[config.mk]
export PLATFORM = sky130hd
export DESIGN_NAME = ir_touch_bezel_scan
export DESIGN_NICKNAME = d
export VERILOG_FILES = /design/src/rtl/bezel_pkg.sv /design/src/rtl/bezel_sync.sv /design/src/rtl/ir_touch_bezel_scan.sv
export SDC_FILE = /design/constraint.sdc
export NUM_CORES = 1
export LEC_CHECK = 0
export BUFFER_PORTS_ARGS = -buffer_cell sky130_fd_sc_hd__buf_2
export CAP_MARGIN = 10
export CORE_MARGIN = 10
export CORE_UTILIZATION = 40
export CTS_CLUSTER_SIZE = 10
export DETAILED_ROUTE_END_ITERATION = 8
export PLACE_DENSITY_LB_ADDON = 0.1
export RECOVER_POWER = 100
export SYNTH_ARGS = -nofsm -noshare
export SYNTH_HDL_FRONTEND = slang
export SYNTH_SLANG_ARGS = --single-unit
[constraint.sdc]
create_clock -name mclk_in -period 2.8 [get_ports mclk_in]
set_input_delay 0.28 -clock mclk_in [delete_from_list [all_inputs] [get_ports mclk_in]]
set_output_delay 0.28 -clock mclk_in [all_outputs]
set_load 0.005 [all_outputs]
[src/rtl/bezel_pkg.sv]
// constants for the touch-bezel sensor readout
package bezel_pkg;
    // ------------------------------------------------------------
    // geometry
    // ------------------------------------------------------------
    localparam int unsigned NUM_COLS = 11;
    localparam int unsigned NUM_ROWS = 22;
    localparam int unsigned NUM_BYTES = 8;
    // ------------------------------------------------------------
    // commands and control values
    // ------------------------------------------------------------
    localparam logic [7:0] CMD_READ_IMAGE = 8'h60;
    localparam logic [7:0] CMD_CLEAR_IRQ = 8'he0;
    localparam logic [7:0] EMIT_OFF_VAL = 8'h00;
    localparam logic [7:0] EMIT_ON_VAL = 8'h01;
    // ------------------------------------------------------------
    // sensor image byte layout
    // ------------------------------------------------------------
    localparam int unsigned COL_LO_BYTE = 0;
    localparam int unsigned COL_HI_BYTE = 1;
    localparam int unsigned ROW_B0_BYTE = 2;
    localparam int unsigned ROW_B1_BYTE = 3;
    localparam int unsigned ROW_B2_BYTE = 4;
    // ------------------------------------------------------------
    // reset values
    // ------------------------------------------------------------
    localparam logic EMIT_OFF_N_RST = 1'b0;
    localparam logic [7:0] DATA_RST = 8'h00;
endpackage

[src/rtl/bezel_sync.sv]
// two-flop synchroniser for a bus of pin inputs
`timescale 1ns/10ps
`default_nettype none
module bezel_sync #(
    parameter int unsigned WIDTH = 1
) (
    // clock and reset
    input wire logic mclk_in,
    input wire logic rst_n_in,
    // data
    input wire logic [WIDTH-1:0] async_in,
    output logic [WIDTH-1:0] sync_out
);
    logic [WIDTH-1:0] meta_q;
    always_ff @(posedge mclk_in or negedge rst_n_in) begin
        if (!rst_n_in) begin
            meta_q <= '0;
            sync_out <= '0;
        end else begin
            meta_q <= async_in;
            sync_out <= meta_q;
        end
    end
endmodule
`default_nettype wire

[src/rtl/ir_touch_bezel_scan.sv]
// touch-bezel sensor readout: emitter control, sensor image, change interrupt
`timescale 1ns/10ps
`default_nettype none
module ir_touch_bezel_scan #(
    parameter int unsigned NCOL = bezel_pkg::NUM_COLS,
    parameter int unsigned NROW = bezel_pkg::NUM_ROWS
) (
    // clock and reset
    input wire logic mclk_in,
    input wire logic rst_n_in,
    // host writes and reads
    input wire logic cmd_wr_in,
    input wire logic [7:0] cmd_data_in,
    input wire logic data_rd_in,
    input wire logic emit_wr_in,
    input wire logic [7:0] emit_data_in,
    output logic [7:0] data_out,
    output logic data_valid_out,
    // sensors and emitters
    input wire logic [NCOL-1:0] col_beam_seen_in,
    input wire logic [NROW-1:0] row_beam_seen_in,
    output logic emitter_off_n_out,
    // interrupt
    output logic irq_out
);
    // ------------------------------------------------------------
    // pin synchronisation
    // ------------------------------------------------------------
    logic [NCOL-1:0] col_seen_s;
    logic [NROW-1:0] row_seen_s;
    bezel_sync #(.WIDTH(NCOL)) u_col_sync (
        .mclk_in(mclk_in),
        .rst_n_in(rst_n_in),
        .async_in(col_beam_seen_in),
        .sync_out(col_seen_s)
    );
    bezel_sync #(.WIDTH(NROW)) u_row_sync (
        .mclk_in(mclk_in),
        .rst_n_in(rst_n_in),
        .async_in(row_beam_seen_in),
        .sync_out(row_seen_s)
    );

    // ------------------------------------------------------------
    // state
    // ------------------------------------------------------------
    typedef enum logic [0:0] {
        IDLE,
        READING
    } rd_e;

    typedef struct packed {
        rd_e rd_state;
        logic [2:0] byte_idx;
        logic [NCOL-1:0] col_miss;
        logic [NROW-1:0] row_miss;
        logic primed;
        logic irq;
        logic emit_off_n;
        logic [7:0] data;
        logic valid;
    } state_s;

    state_s st_q;
    state_s st_d;

    // ------------------------------------------------------------
    // helper functions
    // ------------------------------------------------------------
    // strobe qualified by an exact code
    function automatic logic code_hit(input logic wr, input logic [7:0] data, input logic [7:0] code);
        code_hit = wr && (data == code);
    endfunction

    // image word, columns from byte 0, rows from byte 2
    function automatic logic [63:0] image_word(input logic [NCOL-1:0] c, input logic [NROW-1:0] r);
        logic [63:0] img;
        img = '0;
        img[bezel_pkg::COL_LO_BYTE*8 +: NCOL] = c;
        img[bezel_pkg::ROW_B0_BYTE*8 +: NROW] = r;
        image_word = img;
    endfunction

    // byte select by read index
    function automatic logic [7:0] image_byte(input logic [63:0] img, input logic [2:0] idx);
        if (idx == 3'h0) begin
            image_byte = img[7:0];
        end else if (idx == 3'h1) begin
            image_byte = img[15:8];
        end else if (idx == 3'h2) begin
            image_byte = img[23:16];
        end else if (idx == 3'h3) begin
            image_byte = img[31:24];
        end else if (idx == 3'h4) begin
            image_byte = img[39:32];
        end else if (idx == 3'h5) begin
            image_byte = img[47:40];
        end else if (idx == 3'h6) begin
            image_byte = img[55:48];
        end else begin
            image_byte = img[63:56];
        end
    endfunction

    // any receptor changed since the last snapshot
    function automatic logic snap_change(input logic [NCOL-1:0] cn, input logic [NROW-1:0] rn,
                                         input logic [NCOL-1:0] co, input logic [NROW-1:0] ro);
        snap_change = (cn != co) || (rn != ro);
    endfunction

    // ------------------------------------------------------------
    // decoded strobes
    // ------------------------------------------------------------
    logic read_cmd;
    logic clear_cmd;
    logic emit_off_req;
    logic emit_on_req;
    logic last_byte;
    logic sensors_moved;
    logic [63:0] image_now;

    assign read_cmd = code_hit(cmd_wr_in, cmd_data_in, bezel_pkg::CMD_READ_IMAGE);
    assign clear_cmd = code_hit(cmd_wr_in, cmd_data_in, bezel_pkg::CMD_CLEAR_IRQ);
    assign emit_off_req = code_hit(emit_wr_in, emit_data_in, bezel_pkg::EMIT_OFF_VAL);
    assign emit_on_req = code_hit(emit_wr_in, emit_data_in, bezel_pkg::EMIT_ON_VAL);
    assign last_byte = (st_q.byte_idx == 3'h7);
    assign sensors_moved = snap_change(~col_seen_s, ~row_seen_s, st_q.col_miss, st_q.row_miss);
    assign image_now = image_word(st_q.col_miss, st_q.row_miss);

    // ------------------------------------------------------------
    // next state
    // ------------------------------------------------------------
    always_comb begin
        st_d = st_q;
        st_d.valid = 1'b0;

        // --------------------------------------------------------
        // sensor snapshot
        // --------------------------------------------------------
        st_d.col_miss = ~col_seen_s;
        st_d.row_miss = ~row_seen_s;
        st_d.primed = 1'b1;

        // --------------------------------------------------------
        // emitter control
        // --------------------------------------------------------
        if (emit_off_req) begin
            st_d.emit_off_n = 1'b0;
        end else if (emit_on_req) begin
            st_d.emit_off_n = 1'b1;
        end

        // --------------------------------------------------------
        // read sequence
        // --------------------------------------------------------
        if (data_rd_in) begin
            st_d.valid = 1'b1;
            if (st_q.rd_state == READING) begin
                st_d.data = image_byte(image_now, st_q.byte_idx);
                st_d.byte_idx = st_q.byte_idx + 3'h1;
                if (last_byte) begin
                    st_d.rd_state = IDLE;
                end
            end else begin
                st_d.data = bezel_pkg::DATA_RST;
            end
        end
        // a new read command restarts at byte 0
        if (read_cmd) begin
            st_d.rd_state = READING;
            st_d.byte_idx = 3'h0;
        end

        // --------------------------------------------------------
        // interrupt, a change beats a clear
        // --------------------------------------------------------
        if (clear_cmd) begin
            st_d.irq = 1'b0;
        end
        if (st_q.primed && sensors_moved) begin
            st_d.irq = 1'b1;
        end
    end

    // ------------------------------------------------------------
    // state register
    // ------------------------------------------------------------
    always_ff @(posedge mclk_in or negedge rst_n_in) begin
        if (!rst_n_in) begin
            st_q <= '{
                rd_state: IDLE,
                byte_idx: 3'h0,
                col_miss: '0,
                row_miss: '0,
                primed: 1'b0,
                irq: 1'b0,
                emit_off_n: bezel_pkg::EMIT_OFF_N_RST,
                data: bezel_pkg::DATA_RST,
                valid: 1'b0
            };
        end else begin
            st_q <= st_d;
        end
    end

    // ------------------------------------------------------------
    // outputs
    // ------------------------------------------------------------
    assign data_out = st_q.data;
    assign data_valid_out = st_q.valid;
    assign emitter_off_n_out = st_q.emit_off_n;
    assign irq_out = st_q.irq;
endmodule
`default_nettype wire

Yosys cells after proc, flatten, opt, wreduce, memory -nomap -nowiden
Cells that the tools add are included.
{"block": "totals", "reg_bits": 115, "latchBits": 0, "ram_bits": 0, "rom_bits": 0, "inputBits": 54, "out_inout_bits": 11, "elab_cells": 54, "mem_count": 0}
{"block": "classes", "addsub": 1, "mul": 0, "n_div": 0, "magnitude_cmp": 0, "eq_ne": 10, "n_shift": 0, "mux": 15, "bitwise": 2, "reduce_logical": 13}
{"operator": "$mux 8", "count": 5}
{"operator": "$ne 22x22->1", "count": 1}
{"operator": "$not 22->22", "count": 1}
{"operator": "$mux 4", "count": 3}
{"operator": "$ne 11x11->1", "count": 1}
{"operator": "$not 11->11", "count": 1}
{"operator": "$eq 8x1->1 const B", "count": 1}
{"operator": "$eq 8x7->1 const B", "count": 1}
{"operator": "$eq 8x8->1 const B", "count": 1}
{"operator": "$logic_not 8->1", "count": 1}
{"operator": "$reduce_bool 2->1", "count": 4}
{"operator": "$eq 3x2->1 const B", "count": 2}
{"operator": "$eq 3x3->1 const B", "count": 2}
{"operator": "$mux 1", "count": 6}
{"operator": "$mux 6", "count": 1}
{"operator": "$logic_and 1x1->1", "count": 5}
{"operator": "$add 3x1->3 const B", "count": 1}
{"operator": "$eq 3x1->1 const B", "count": 1}
{"operator": "$logic_not 3->1", "count": 1}
{"operator": "$reduce_and 2->1", "count": 1}
{"operator": "$logic_or 1x1->1", "count": 1}

Logic depth before layout (Yosys ltp)
Gate-level depths: netlist of run 1.
{"block": "logic_depth", "depth_word": 7, "mapped_depth": 8, "ltp_nobuf": 6}

Hierarchy
From an unflattened synthesis of run 1, not the netlist that was laid out.
{"block": "unflattened", "hier_cells": 291, "area_unflattened_um2": 4058.9}
{"module": "ir_touch_bezel_scan", "n_inst": 1, "cells_per_inst": 225, "area_each_um2": 2407.3, "seq_area_each_um2": 1226.2}
{"module": "bezel_sync at u_row_sync", "n_inst": 1, "cells_per_inst": 44, "area_each_um2": 1101.1, "seq_area_each_um2": 1101.1}
{"module": "bezel_sync at u_col_sync", "n_inst": 1, "cells_per_inst": 22, "area_each_um2": 550.5, "seq_area_each_um2": 550.5}

Worst setup path before layout of run 1
Ideal clock, no wire load.
{"block": "synth_path", "path_kind": "register to register", "from": "reg st_q[45] (netlist bit)", "to": "reg st_q, in the netlist data_out[3]", "setup_ns": 0.084, "arrival_ns": 1.652, "t_required_ns": 2.716, "slack_ns": 1.064, "path_stages_with_launch": 9, "path_buffers": 2, "period_less_slack_ns": 1.736, "cell_sequence": "dfrtp_1 -> ha_1 -> ha_1 -> buf_6 -> and3b_1 -> buf_6 -> a221oi_1 -> o31a_1 -> o22ai_1"}
{"block": "synth_via", "elab_chain_len": 7, "word_cells_on_any_way": 11, "cone_classes": "eq/ne (4); mux (6); reduce/logical (1)"}
{"element": "from (decl)", "line": "ir_touch_bezel_scan.sv:64", "source": "state_s st_q;"}
{"element": "from (signal assigned)", "line": "ir_touch_bezel_scan.sv:190", "source": "st_q <= '{"}
{"element": "from (signal assigned)", "line": "ir_touch_bezel_scan.sv:202", "source": "st_q <= st_d;"}
{"element": "$eq 3x3->1", "line": "ir_touch_bezel_scan.sv:94", "source": "end else if (idx == 3'h4) begin"}
{"element": "$mux 6", "line": "ir_touch_bezel_scan.sv:94"}
{"element": "$mux 8", "line": "ir_touch_bezel_scan.sv:92", "source": "end else if (idx == 3'h3) begin"}
{"element": "$mux 8", "line": "ir_touch_bezel_scan.sv:90", "source": "end else if (idx == 3'h2) begin"}
{"element": "$mux 8", "line": "ir_touch_bezel_scan.sv:88", "source": "end else if (idx == 3'h1) begin"}
{"element": "$mux 8 *", "line": "ir_touch_bezel_scan.sv:86", "source": "if (idx == 3'h0) begin"}
{"element": "$mux 8 *", "line": "ir_touch_bezel_scan.sv:158", "source": "if (st_q.rd_state == READING) begin"}
Mark *: on every way between the ends. The rest lies on a longest branch, timed or not.
A chain may end at the register's enable or synchronous reset.

Worst setup path in the final report of run 1
{"block": "layout_path", "from": "reg st_q[47] (netlist bit)", "to": "reg st_q, in the netlist data_out[0]"}
The elaborated chain is that of the path after synthesis.

==> results of run 1 <==
[layer usage]
metal / vias up / global-route usage
met5: - / 0
met4: 0 / 0.04525
met3: 6 / 0.05305
met2: 66 / 0.1690
met1: 1157 / 0.1455
li1: 1176 / -
[state kept, by name, summed over array words and instances, names as in the netlist]
name	flops
u_col_sync.sync_out	11
st_q	5
u_row_sync.meta_q	22
data_valid_out	1
irq_out	1
u_row_sync.sync_out	22
image_now	33
u_col_sync.meta_q	11
data_out	8
emitter_off_n_out	1
[cell usage after synthesis, drive strengths merged (3+ instances only)]
| master | instances |
|---|---|
| a21oi | 5 |
| nor2 | 5 |
| nand2 | 10 |
| o21a | 3 |
| o22ai | 5 |
| and2b | 5 |
| a221oi | 6 |
| inv | 42 |
| xnor2 | 3 |
| ha | 6 |
| nand4 | 7 |
| dfrtp | 115 |
| o31a | 3 |
| nor4 | 4 |
| buf | 13 |
| o21ai | 11 |
| xor2 | 31 |
| a31o | 3 |
[worst max-delay path, cell delays in order, from the launching register on]
cell and delay (ns):
sky130_fd_sc_hd__dfrtp_1 0.47, sky130_fd_sc_hd__inv_1 0.12, sky130_fd_sc_hd__ha_1 0.32, sky130_fd_sc_hd__and3b_1 0.29
sky130_fd_sc_hd__a221oi_1 0.31, sky130_fd_sc_hd__o21ai_1 0.14, sky130_fd_sc_hd__a31o_1 0.21
[cell families (layout without fill, tap and decap cells)]
logic type               after synthesis  in the layout  synth area share
flip-flops                           115            115            0.7053
AO/OA/AOI/OAI                         41             41           0.07237
XOR/XNOR                              34             34           0.07298
other                                  1              1         0.0009191
AND/OR/NAND/NOR                       44             44           0.06256
multiplexers                           1              1          0.002760
buffers and inverters                 55            175           0.06470
adder cells (fa/ha/maj)                6              6           0.01840
[final cells by class]
| cell class | instances | area [um^2] | area share |
|---|---|---|---|
| Clock buffer | 18 | 427.9 | 0.07897 |
| Clock inverter | 14 | 188.9 | 0.03486 |
| Inverter | 42 | 157.7 | 0.02909 |
| Multi-Input combinational cell | 127 | 919.6 | 0.1697 |
| Sequential cell | 115 | 2878 | 0.5311 |
| Tap cell | 133 | 166.4 | 0.03071 |
| Timing Repair Buffer | 101 | 680.7 | 0.1256 |
[path summary, 6_finish.rpt]
check	from	endpoint	slack [ns]	depth (start not counted)
min in group asynchronous	rst_n_in	u_col_sync.meta_q[0]$_DFF_PN0_	0.49	2
max in group asynchronous	rst_n_in	data_out[0]$_DFFE_PN0P_	1.11	3
min	emit_data_in[5]	emitter_off_n_out$_DFFE_PN0P_	0.12	4
min reg2reg	u_col_sync.meta_q[5]$_DFF_PN0_	u_col_sync.sync_out[5]$_DFF_PN0_	0.34	0
max	st_q[47]$_DFFE_PN0P_	data_out[0]$_DFFE_PN0P_	0.82	6
max reg2reg	st_q[47]$_DFFE_PN0P_	data_out[0]$_DFFE_PN0P_	0.82	6
[through the flow]
| step | hold WS, ns | cells | setup WS [ns] | cell area, um^2 |
|---|---|---|---|---|
| after floorplan | -0.01559 | 297 | 1.064 | 4080 |
| after global placement | 0.2939 | 483 | 0.8740 | 4491 |
| after detailed placement | 0.2951 | 483 | 0.8138 | 4491 |
| after CTS | 0.02806 | 550 | 0.7975 | 5458 |
| after global routing | 0.1009 | 550 | 0.6847 | 5419 |
| final | 0.1153 | 550 | 0.8231 | 5419 |
[report_power, final]
part / total, W / switching, W / leakage [nW] / internal (W)
Combinational: 0.000580 / 0.000316 / 0.935 / 0.000264
Sequential: 0.00185 / 0.0000790 / 1.36 / 0.00177
Clock: 0.00221 / 0.000797 / 0.304 / 0.00141
Total: 0.00463 / 0.00119 / 2.60 / 0.00344
==> flow_metrics.tcl, run 1 <==
set metrics [dict create \
    finalPower_w 0.004634 \
    gpl.final_weighted_congestion 0.8501 \
    antenna_found_initial 0 \
    fp.dieArea_um2 14640 \
    synthToLayoutAreaGrowth_pct 32.81 \
    max-vdd-ir-drop_uv 476.5 \
    timing.fmax_mhz 505.8 \
    post-route-period-util 0.7060 \
    yosys.area.top_type "sky130_fd_sc_hd__dfrtp_1" \
    ys_dominant_reg_cell "sky130_fd_sc_hd__dfrtp_1" \
    synth_fp_nets 357 \
    remaining_drc_errors 0 \
    top_signal_layer_used "met4" \
    worst_skew_pair.late_latency_ns 0.50 \
    final_layout_size_suffix_gt1_frac 0.2110 \
    cts.repair_timing.setup_buffer_count 0 \
    via_count 2405 \
    synth_seq_cells 115 \
    grt_pass1_vias 2681 \
    slew_headroom 0.3232 \
    synthesis.yosys.warnings 0 \
    final_core_utilization 0.5493 \
    startpoint_class "register" \
    finalHoldViolations 0 \
    drt_iter0_drc 112 \
    worstPathMaxFanout 11 \
    firstDrtPassIters 4 \
    postSynthCellCount 297 \
    drt.antenna.violating_nets 0 \
    routed_wl_mm 7.759 \
    postSynth.asyncResetShare 1.000 \
    track_usage 0.1155 \
    setup_repair_after_global_routing_missed_its_margin "no" \
    setup_total_negative_slack_ns 0 \
    netlist_area_before_placement_um2 4080 \
    required_worst_endpoint_ns 3.19 \
    grt_pass1_wl_mm 13.18 \
    cts_max_path_buffers 2 \
    grt_start_max_net_pins 49 \
    overflow 0 \
    leakagePower_nw 2.600 \
    post_drt_via_cell_ratio 4.373 \
    critical_path_class "reg -> reg" \
    ys_types 38 \
    std_cell_rows 36 \
    final_net_count 464 \
    postCtsHoldBufs 35 \
    yosys.area.top_type_share 0.7053 \
    dp_hpwl_mm 5.631 \
    core_region_area_um2 9864 \
    cts.root.buffer_cell "sky130_fd_sc_hd__clkbuf_8" \
    cts_repair_resize_count 0 \
    final_setup_violation_count 0 \
    n_fill_cell 825 \
    cts_inserted_buffers 17 \
    hold_path_class "in -> reg" \
    io-pin-count 65 \
    cap_violations 0 \
    synth-seq-area-share 0.7053 \
    initial_core_util 0.4136 \
    met1_length_mm 3.598 \
    cts.clk_slew.worst_paths_ns 0.06 \
    data_arrival_time_of_the_worst_path_ns 2.36 \
    status "finished, final reports clean" \
    tightest_slew_ns 1.015 \
    synth_area_per_cell_um2 13.74 \
    average_wire_length_per_cell_after_detail_routing_um 14.11 \
    layout.cells.most_common "sky130_fd_sc_hd__dfrtp_1" \
    met2WireLength_mm 3.555 \
    finalWorstPathRequiredPeriod_ns 1.977 \
    synth_edf_count 0 \
    cts_sinks 115 \
    cts_max_level 4 \
    tritoncts_clock_tree "done" \
    final-max-slew-violation-count 0 \
    most-common-layout-cells "115 x sky130_fd_sc_hd__dfrtp_1, 51 x sky130_fd_sc_hd__buf_2, 42 x sky130_fd_sc_hd__inv_1, 35 x sky130_fd_sc_hd__dlygate4sd3_1, 31 x sky130_fd_sc_hd__xor2_1" \
    amount_of_wire_on_met3_after_detailed_routing_um 504 \
    ys_top_cells_by_area "sky130_fd_sc_hd__dfrtp_1 71%, sky130_fd_sc_hd__xor2_1 6.7%, sky130_fd_sc_hd__inv_1 3.9%, sky130_fd_sc_hd__ha_1 1.8%, sky130_fd_sc_hd__buf_4 1.7%" \
    die_width_um 121.0 \
    power_density_nw_per_um2 855.2 \
    fin_skew_ns 0.01321 \
    die_height_um 121.0 \
    port_buffers 64 \
    endpoint_kind "register" \
    num_antenna_cells 0 \
]
No activity file was read; power rests on OpenSTA's default activity.
==> run 2: changes to the inputs <==
==> constraint.sdc (replaced) <==
create_clock -name mclk_in -period 1.9 [get_ports mclk_in]
set_input_delay 0.19 -clock mclk_in [delete_from_list [all_inputs] [get_ports mclk_in]]
set_output_delay 0.19 -clock mclk_in [all_outputs]
set_load 0.005 [all_outputs]
==> run 2 against run 1 <==
  * Clock skew fell by 0.0063 ns
  * First-iteration DRC count rose by 11%
  * Via count rose by 1.4%
  * Flip-flop and latch count did not move
  * Design area rose by 0.39%
  * Non-clock buffer count rose by 4
  * Sequential share of layout area fell by 0.21 points
  * Combinational power rose by 60%
  * Die area did not move
  * Critical path depth did not move
  * Clock power rose by 39%
  * Critical path type unchanged
  * Largest power group unchanged
  * Highest routed layer unchanged
==> flow_metrics.tcl, run 2 (same netlist as run 1, synthesis figures left out) <==
set metrics [dict create \
    setup_repair_after_global_routing_missed_its_margin "no" \
    routed_wl_mm 7.954 \
    max-vdd-ir-drop_uv 601.9 \
    placed_inst_area_um2 4513 \
    data_arrival_time_of_the_worst_path_ns 2.16 \
    critical_path_class "reg -> reg" \
    core_region_area_um2 9864 \
    critPathLaunch "st_q[45]$_DFFE_PN0P_" \
    cts.root.buffer_cell "sky130_fd_sc_hd__clkbuf_8" \
    post-route-period-util 0.9134 \
    final_net_count 468 \
    fp.dieArea_um2 14640 \
    crit_path_frequent_cell "sky130_fd_sc_hd__ha_1" \
    reg2reg_to "data_out[4]$_DFFE_PN0P_" \
    hold_path_class "in -> reg" \
    firstDrtPassIters 4 \
    antenna_found_initial 0 \
    overflow 0 \
    endpoint_kind "register" \
    critical_path.slowest_cell "sky130_fd_sc_hd__dfrtp_1" \
    most-common-layout-cells "115 x sky130_fd_sc_hd__dfrtp_1, 51 x sky130_fd_sc_hd__buf_2, 42 x sky130_fd_sc_hd__inv_1, 36 x sky130_fd_sc_hd__dlygate4sd3_1, 31 x sky130_fd_sc_hd__xor2_1" \
    met2_grt_util 0.1793 \
    worstPathCellList "ha_1 -> ha_1 -> and3b_2 -> a221oi_1 -> o31a_1 -> o22ai_1" \
    cts_sinks 115 \
    leakagePower_nw 2.604 \
    grt_start_max_net_pins 59 \
    grt_pass1_vias 2680 \
    finalHoldViolations 0 \
    n_fill_cell 838 \
    worst_skew_pair.late_latency_ns 0.51 \
    cts_max_level 4 \
    port_buffers 64 \
    fin_skew_ns 0.006883 \
    io-pin-count 65 \
    setup_total_negative_slack_ns 0 \
    drt.antenna.violating_nets 0 \
    cap_violations 0 \
    remaining_drc_errors 0 \
    tightest_slew_ns 0.8266 \
    std_cell_rows 36 \
    globalRouteMet1Util 0.1493 \
    timing.fmax_mhz 576.2 \
    slew_headroom 0.4489 \
    cts.clk_slew.worst_paths_ns 0.06 \
    average_wire_length_per_cell_after_detail_routing_um 14.36 \
    largest_register_ff_count 33 \
    cts.repair_timing.setup_buffer_count 0 \
    drt_iter0_drc 124 \
    startpoint_class "register" \
    die_width_um 121.0 \
    worstPathMaxFanout 6 \
    power_density_nw_per_um2 1236 \
    num_antenna_cells 0 \
    initial_core_util 0.4136 \
    grt_pass1_wl_mm 13.42 \
    post_drt_via_cell_ratio 4.401 \
    grt-busiest-layer "met2" \
    final_layout_size_suffix_gt1_frac 0.2257 \
    cts_inserted_buffers 17 \
    timing.reg2reg.worst_path_depth 6 \
    dp_hpwl_mm 5.655 \
    track_usage 0.1201 \
    layout.cells.most_common "sky130_fd_sc_hd__dfrtp_1" \
    cts_max_path_buffers 2 \
    cpPeakStageDelay_ns 0.41 \
    status "finished, final reports clean" \
    gpl.final_weighted_congestion 0.8629 \
    finalWorstPathRequiredPeriod_ns 1.736 \
    tritoncts_clock_tree "done" \
    final_setup_violation_count 0 \
    synthToLayoutAreaGrowth_pct 33.33 \
    grt.met3_usage 0.04607 \
    timing.rr.start "st_q[45]$_DFFE_PN0P_" \
    die_height_um 121.0 \
    worst_setup_path_endpoint "data_out[4]$_DFFE_PN0P_" \
    final-max-slew-violation-count 0 \
    via_count 2438 \
    finish.instance_area_um2 5440 \
    reg2reg_setup_slack_ns 0.16 \
    required_worst_endpoint_ns 2.33 \
]
## run 2: cell count changes in the layout (fill, tap and decap cells not counted), sizes merged
cell and change:
bufinv -1, clkinv +1, buf +3, dlygate4sd3 +1
clkinvlp +2, clkbuf -1, inv -1
## run 2: stage by stage
stage / instances / hold slack, ns / util / setup WS, ns / power, W
after global routing: 554 / 0.01834 / 0.5515 / 0.05271 / 0.007064
after global placement: 486 / 0.1627 / 0.4575 / 0.1496 / 0.003620
after floorplan: 297 / -0.1056 / - / 0.1644 / 0.003370
after detailed placement: 486 / 0.1642 / 0.4575 / 0.09472 / 0.003639
final: 554 / 0.02519 / 0.5515 / 0.1645 / 0.006726
after CTS: 554 / 0.003907 / 0.5534 / 0.07828 / 0.006807
## run 2: worst min-delay path by stage
| stage | end | cells past startpoint | from | slack (ns) |
|---|---|---|---|---|
| floorplan | data_out[0]$_DFFE_PN0P_ | 0 | rst_n_in | -0.11 |
| global placement | u_col_sync.sync_out[5]$_DFF_PN0_ | 1 | rst_n_in | 0.16 |
| detailed placement | u_col_sync.sync_out[5]$_DFF_PN0_ | 1 | rst_n_in | 0.16 |
| CTS | emitter_off_n_out$_DFFE_PN0P_ | 4 | emit_data_in[6] | 0.004 |
| global route | emitter_off_n_out$_DFFE_PN0P_ | 4 | emit_data_in[6] | 0.02 |
| finish | emitter_off_n_out$_DFFE_PN0P_ | 4 | emit_data_in[5] | 0.03 |
## run 2: layout make-up
cell class | count | area [um^2] | share of cell area
Clock inverter | 15 | 171.4 | 0.03151
Clock buffer | 17 | 414.1 | 0.07613
Inverter | 42 | 157.7 | 0.02898
Tap cell | 133 | 166.4 | 0.03059
Multi-Input combinational cell | 127 | 939.7 | 0.1727
Sequential cell | 115 | 2878 | 0.5290
Timing Repair Buffer | 105 | 713.2 | 0.1311
## run 2: what timing repair did
item,CTS,global route
resized for setup,0,1
endpoints found under the setup margin,0,3
hold buffers,36,0
endpoints found under the hold margin,64,0
## run 2: critical path: cells and delay by family (launching register included)
kind	cells	cell delay, ns
adders and majority gates	2	0.42
AOI/OAI and AO/OA	3	0.50
DFF	1	0.41
and+or+nand+nor	1	0.32
## run 2: per-layer routing
metal	vias up	routed length (um)
met5	-	0
met4	0	70
met3	7	469
met2	61	3709
met1	1186	3704
li1	1184	-
## run 2: report_power, final
| part | internal, W | switching [W] |
|---|---|---|
| clock network | 0.00190 | 0.00118 |
| registers | 0.00261 | 0.000108 |
| logic | 0.000430 | 0.000498 |
==> run 3: changes to the inputs <==
--- a/config.mk
+++ b/config.mk
@@ -11,6 +11,7 @@
 export CORE_UTILIZATION = 40
 export CTS_CLUSTER_SIZE = 10
 export DETAILED_ROUTE_END_ITERATION = 8
+export HOLD_SLACK_MARGIN = 0.08
 export PLACE_DENSITY_LB_ADDON = 0.1
 export RECOVER_POWER = 100
 export SYNTH_ARGS = -nofsm -noshare
==> run 3 against run 2 <==
  * Power is essentially flat
  * Design area grew 0.37%
  * Global-route usage grew 0.059 points
  * Sequential share of layout area shrank 0.19 points
  * Clock skew is essentially flat
  * Via count grew 0.37%
  * Register-to-register slack is essentially flat
  * Die area is the same
  * Fmax is essentially flat
  * Count of clock-buffer cells in the layout is the same
  * Critical endpoint unchanged
  * Largest cell class unchanged
==> flow_metrics.tcl, run 3 (same netlist as run 1, synthesis figures left out) <==
set metrics [dict create \
    final_setup_violation_count 0 \
    grt_pass1_vias 2694 \
    leakagePower_nw 2.615 \
    tightest_slew_ns 0.8279 \
    overflow 0 \
    tritoncts_clock_tree "done" \
    cts.clk_slew.worst_paths_ns 0.06 \
    worstHoldEndpoint "irq_out$_DFFE_PN0P_" \
    final-max-slew-violation-count 0 \
    dp_hpwl_mm 5.655 \
    track_usage 0.1207 \
    hold_path_class "in -> reg" \
    slew_headroom 0.4480 \
    most-common-layout-cells "115 x sky130_fd_sc_hd__dfrtp_1, 51 x sky130_fd_sc_hd__buf_2, 42 x sky130_fd_sc_hd__inv_1, 38 x sky130_fd_sc_hd__dlygate4sd3_1, 31 x sky130_fd_sc_hd__xor2_1" \
    num_antenna_cells 0 \
    antenna_found_initial 0 \
    critical_path_class "reg -> reg" \
    power_density_nw_per_um2 1233 \
    startpoint_class "register" \
    setup_repair_after_global_routing_missed_its_margin "no" \
    worst_skew_pair.late_latency_ns 0.51 \
    initial_core_util 0.4136 \
    finalHoldViolations 0 \
    setup_total_negative_slack_ns 0 \
    max-vdd-ir-drop_uv 602.0 \
    final_net_count 470 \
    worstPathMaxFanout 6 \
    synthToLayoutAreaGrowth_pct 33.82 \
    stdcell_count 556 \
    combinationalPowerShare 0.139 \
    firstDrtPassIters 4 \
    switching_share 0.2661 \
    grt_start_max_net_pins 59 \
    holdCritStartpoint "cmd_data_in[6]" \
    timing.fmax_mhz 576.2 \
    core_region_area_um2 9864 \
    required_worst_endpoint_ns 2.33 \
    cts_sinks 115 \
    post-route-period-util 0.9133 \
    remaining_drc_errors 0 \
    finalWorstPathRequiredPeriod_ns 1.735 \
    data_arrival_time_of_the_worst_path_ns 2.16 \
    placed_cells_incl_taps 486 \
    largest_register_ff_count 33 \
    final_layout_size_suffix_gt1_frac 0.2246 \
    cts_inserted_buffers 17 \
    fp.dieArea_um2 14640 \
    fin_skew_ns 0.006816 \
    cts.repair_timing.setup_buffer_count 0 \
    internal_portion_of_total_power_w 0.004939 \
    cts_max_level 4 \
    timing.reg2reg.worst_path_depth 6 \
    average_wire_length_per_cell_after_detail_routing_um 14.34 \
    grt_pass1_wl_mm 13.50 \
    reg2reg_setup_slack_ns 0.16 \
    post_drt_via_cell_ratio 4.401 \
    timing.rr.start "st_q[45]$_DFFE_PN0P_" \
    share_clk_of_total_power 0.458 \
    drt_iter0_drc 127 \
    port_buffers 64 \
    n_fill_cell 836 \
    cts.root.buffer_cell "sky130_fd_sc_hd__clkbuf_8" \
    cts_max_path_buffers 2 \
    gpl.final_weighted_congestion 0.8629 \
    routed_wl_mm 7.972 \
    switching_power_w 0.001791 \
    endpoint_kind "register" \
    status "finished, final reports clean" \
    std_cell_rows 36 \
    via_count 2447 \
    reg2reg_to "data_out[4]$_DFFE_PN0P_" \
    io-pin-count 65 \
    die_height_um 121.0 \
    drt.antenna.violating_nets 0 \
    die_width_um 121.0 \
    power.share.sequential 0.403 \
    layout.cells.most_common "sky130_fd_sc_hd__dfrtp_1" \
    hold-path-cell-count 5 \
    cap_violations 0 \
]
==> run 3: what timing repair did <==
| item | in CTS | in global routing |
|---|---|---|
| endpoints found under the setup margin | 0 | 3 |
| hold endpoints to repair | 128 | 0 |
| hold buffers | 38 | 0 |
| gates resized for setup | 0 | 1 |
==> run 3: how the worst max path moves through the flow <==
stage / from / slack, ns / endpoint / depth (start not counted)
2_1_floorplan: st_q[45]$_DFFE_PN0P_ / 0.16 / data_out[3]$_DFFE_PN0P_ / 8
3_3_place_gp: st_q[45]$_DFFE_PN0P_ / 0.15 / data_out[3]$_DFFE_PN0P_ / 6
3_5_place_dp: st_q[45]$_DFFE_PN0P_ / 0.09 / data_out[4]$_DFFE_PN0P_ / 6
4_1_cts: st_q[45]$_DFFE_PN0P_ / 0.08 / data_out[4]$_DFFE_PN0P_ / 6
5_1_grt: st_q[46]$_DFFE_PN0P_ / 0.05 / data_out[5]$_DFFE_PN0P_ / 6
6_report: st_q[45]$_DFFE_PN0P_ / 0.16 / data_out[4]$_DFFE_PN0P_ / 6
==> run 3: per-layer routing <==
metal,routed length [um],GRT usage
met5,0,0
met4,70,0.05882
met3,454,0.04560
met2,3713,0.1806
met1,3732,0.1501
==> run 3: worst max-delay path: stages (launching register included) <==
cell and delay (ns):
sky130_fd_sc_hd__dfrtp_1 0.41, sky130_fd_sc_hd__ha_1 0.23, sky130_fd_sc_hd__ha_1 0.19, sky130_fd_sc_hd__and3b_2 0.32, sky130_fd_sc_hd__a221oi_1 0.11, sky130_fd_sc_hd__o31a_1 0.29
sky130_fd_sc_hd__o22ai_1 0.10
==> run 3: stage by stage <==
stage                       util  hold WS, ns  cell area [um^2]  worst slack (ns)  power, W
final                     0.5535       0.2126              5460            0.1646  0.006730
after global routing      0.5535       0.2072              5460           0.05271  0.007069
after CTS                 0.5554       0.1656              5479           0.07828  0.006811
after detailed placement  0.4575       0.1642              4513           0.09472  0.003639
after global placement    0.4575       0.1627              4513            0.1496  0.003620
after floorplan                -      -0.1056              4080            0.1644  0.003370
==> run 3: cell type report <==
class,instances,area [um^2],share of cell area
inverter,42,157.7,0.02887
multi-input combinational,127,939.7,0.1721
clock inverter,15,171.4,0.03139
timing repair buffer,107,733.2,0.1343
sequential,115,2878,0.5270
tap,133,166.4,0.03048
clock buffer,17,414.1,0.07585
==> run 3: power by group through the flow <==
| stage | Sequential [W] | Combinational [W] | Clock, W |
|---|---|---|---|
| 2_1_floorplan | 0.00273 | 0.000640 | 0 |
| 3_3_place_gp | 0.00276 | 0.000865 | 0 |
| 3_5_place_dp | 0.00276 | 0.000880 | 0 |
| 4_1_cts | 0.00272 | 0.000948 | 0.00315 |
| 5_1_grt | 0.00273 | 0.00107 | 0.00326 |
| 6_report | 0.00271 | 0.000932 | 0.00308 |
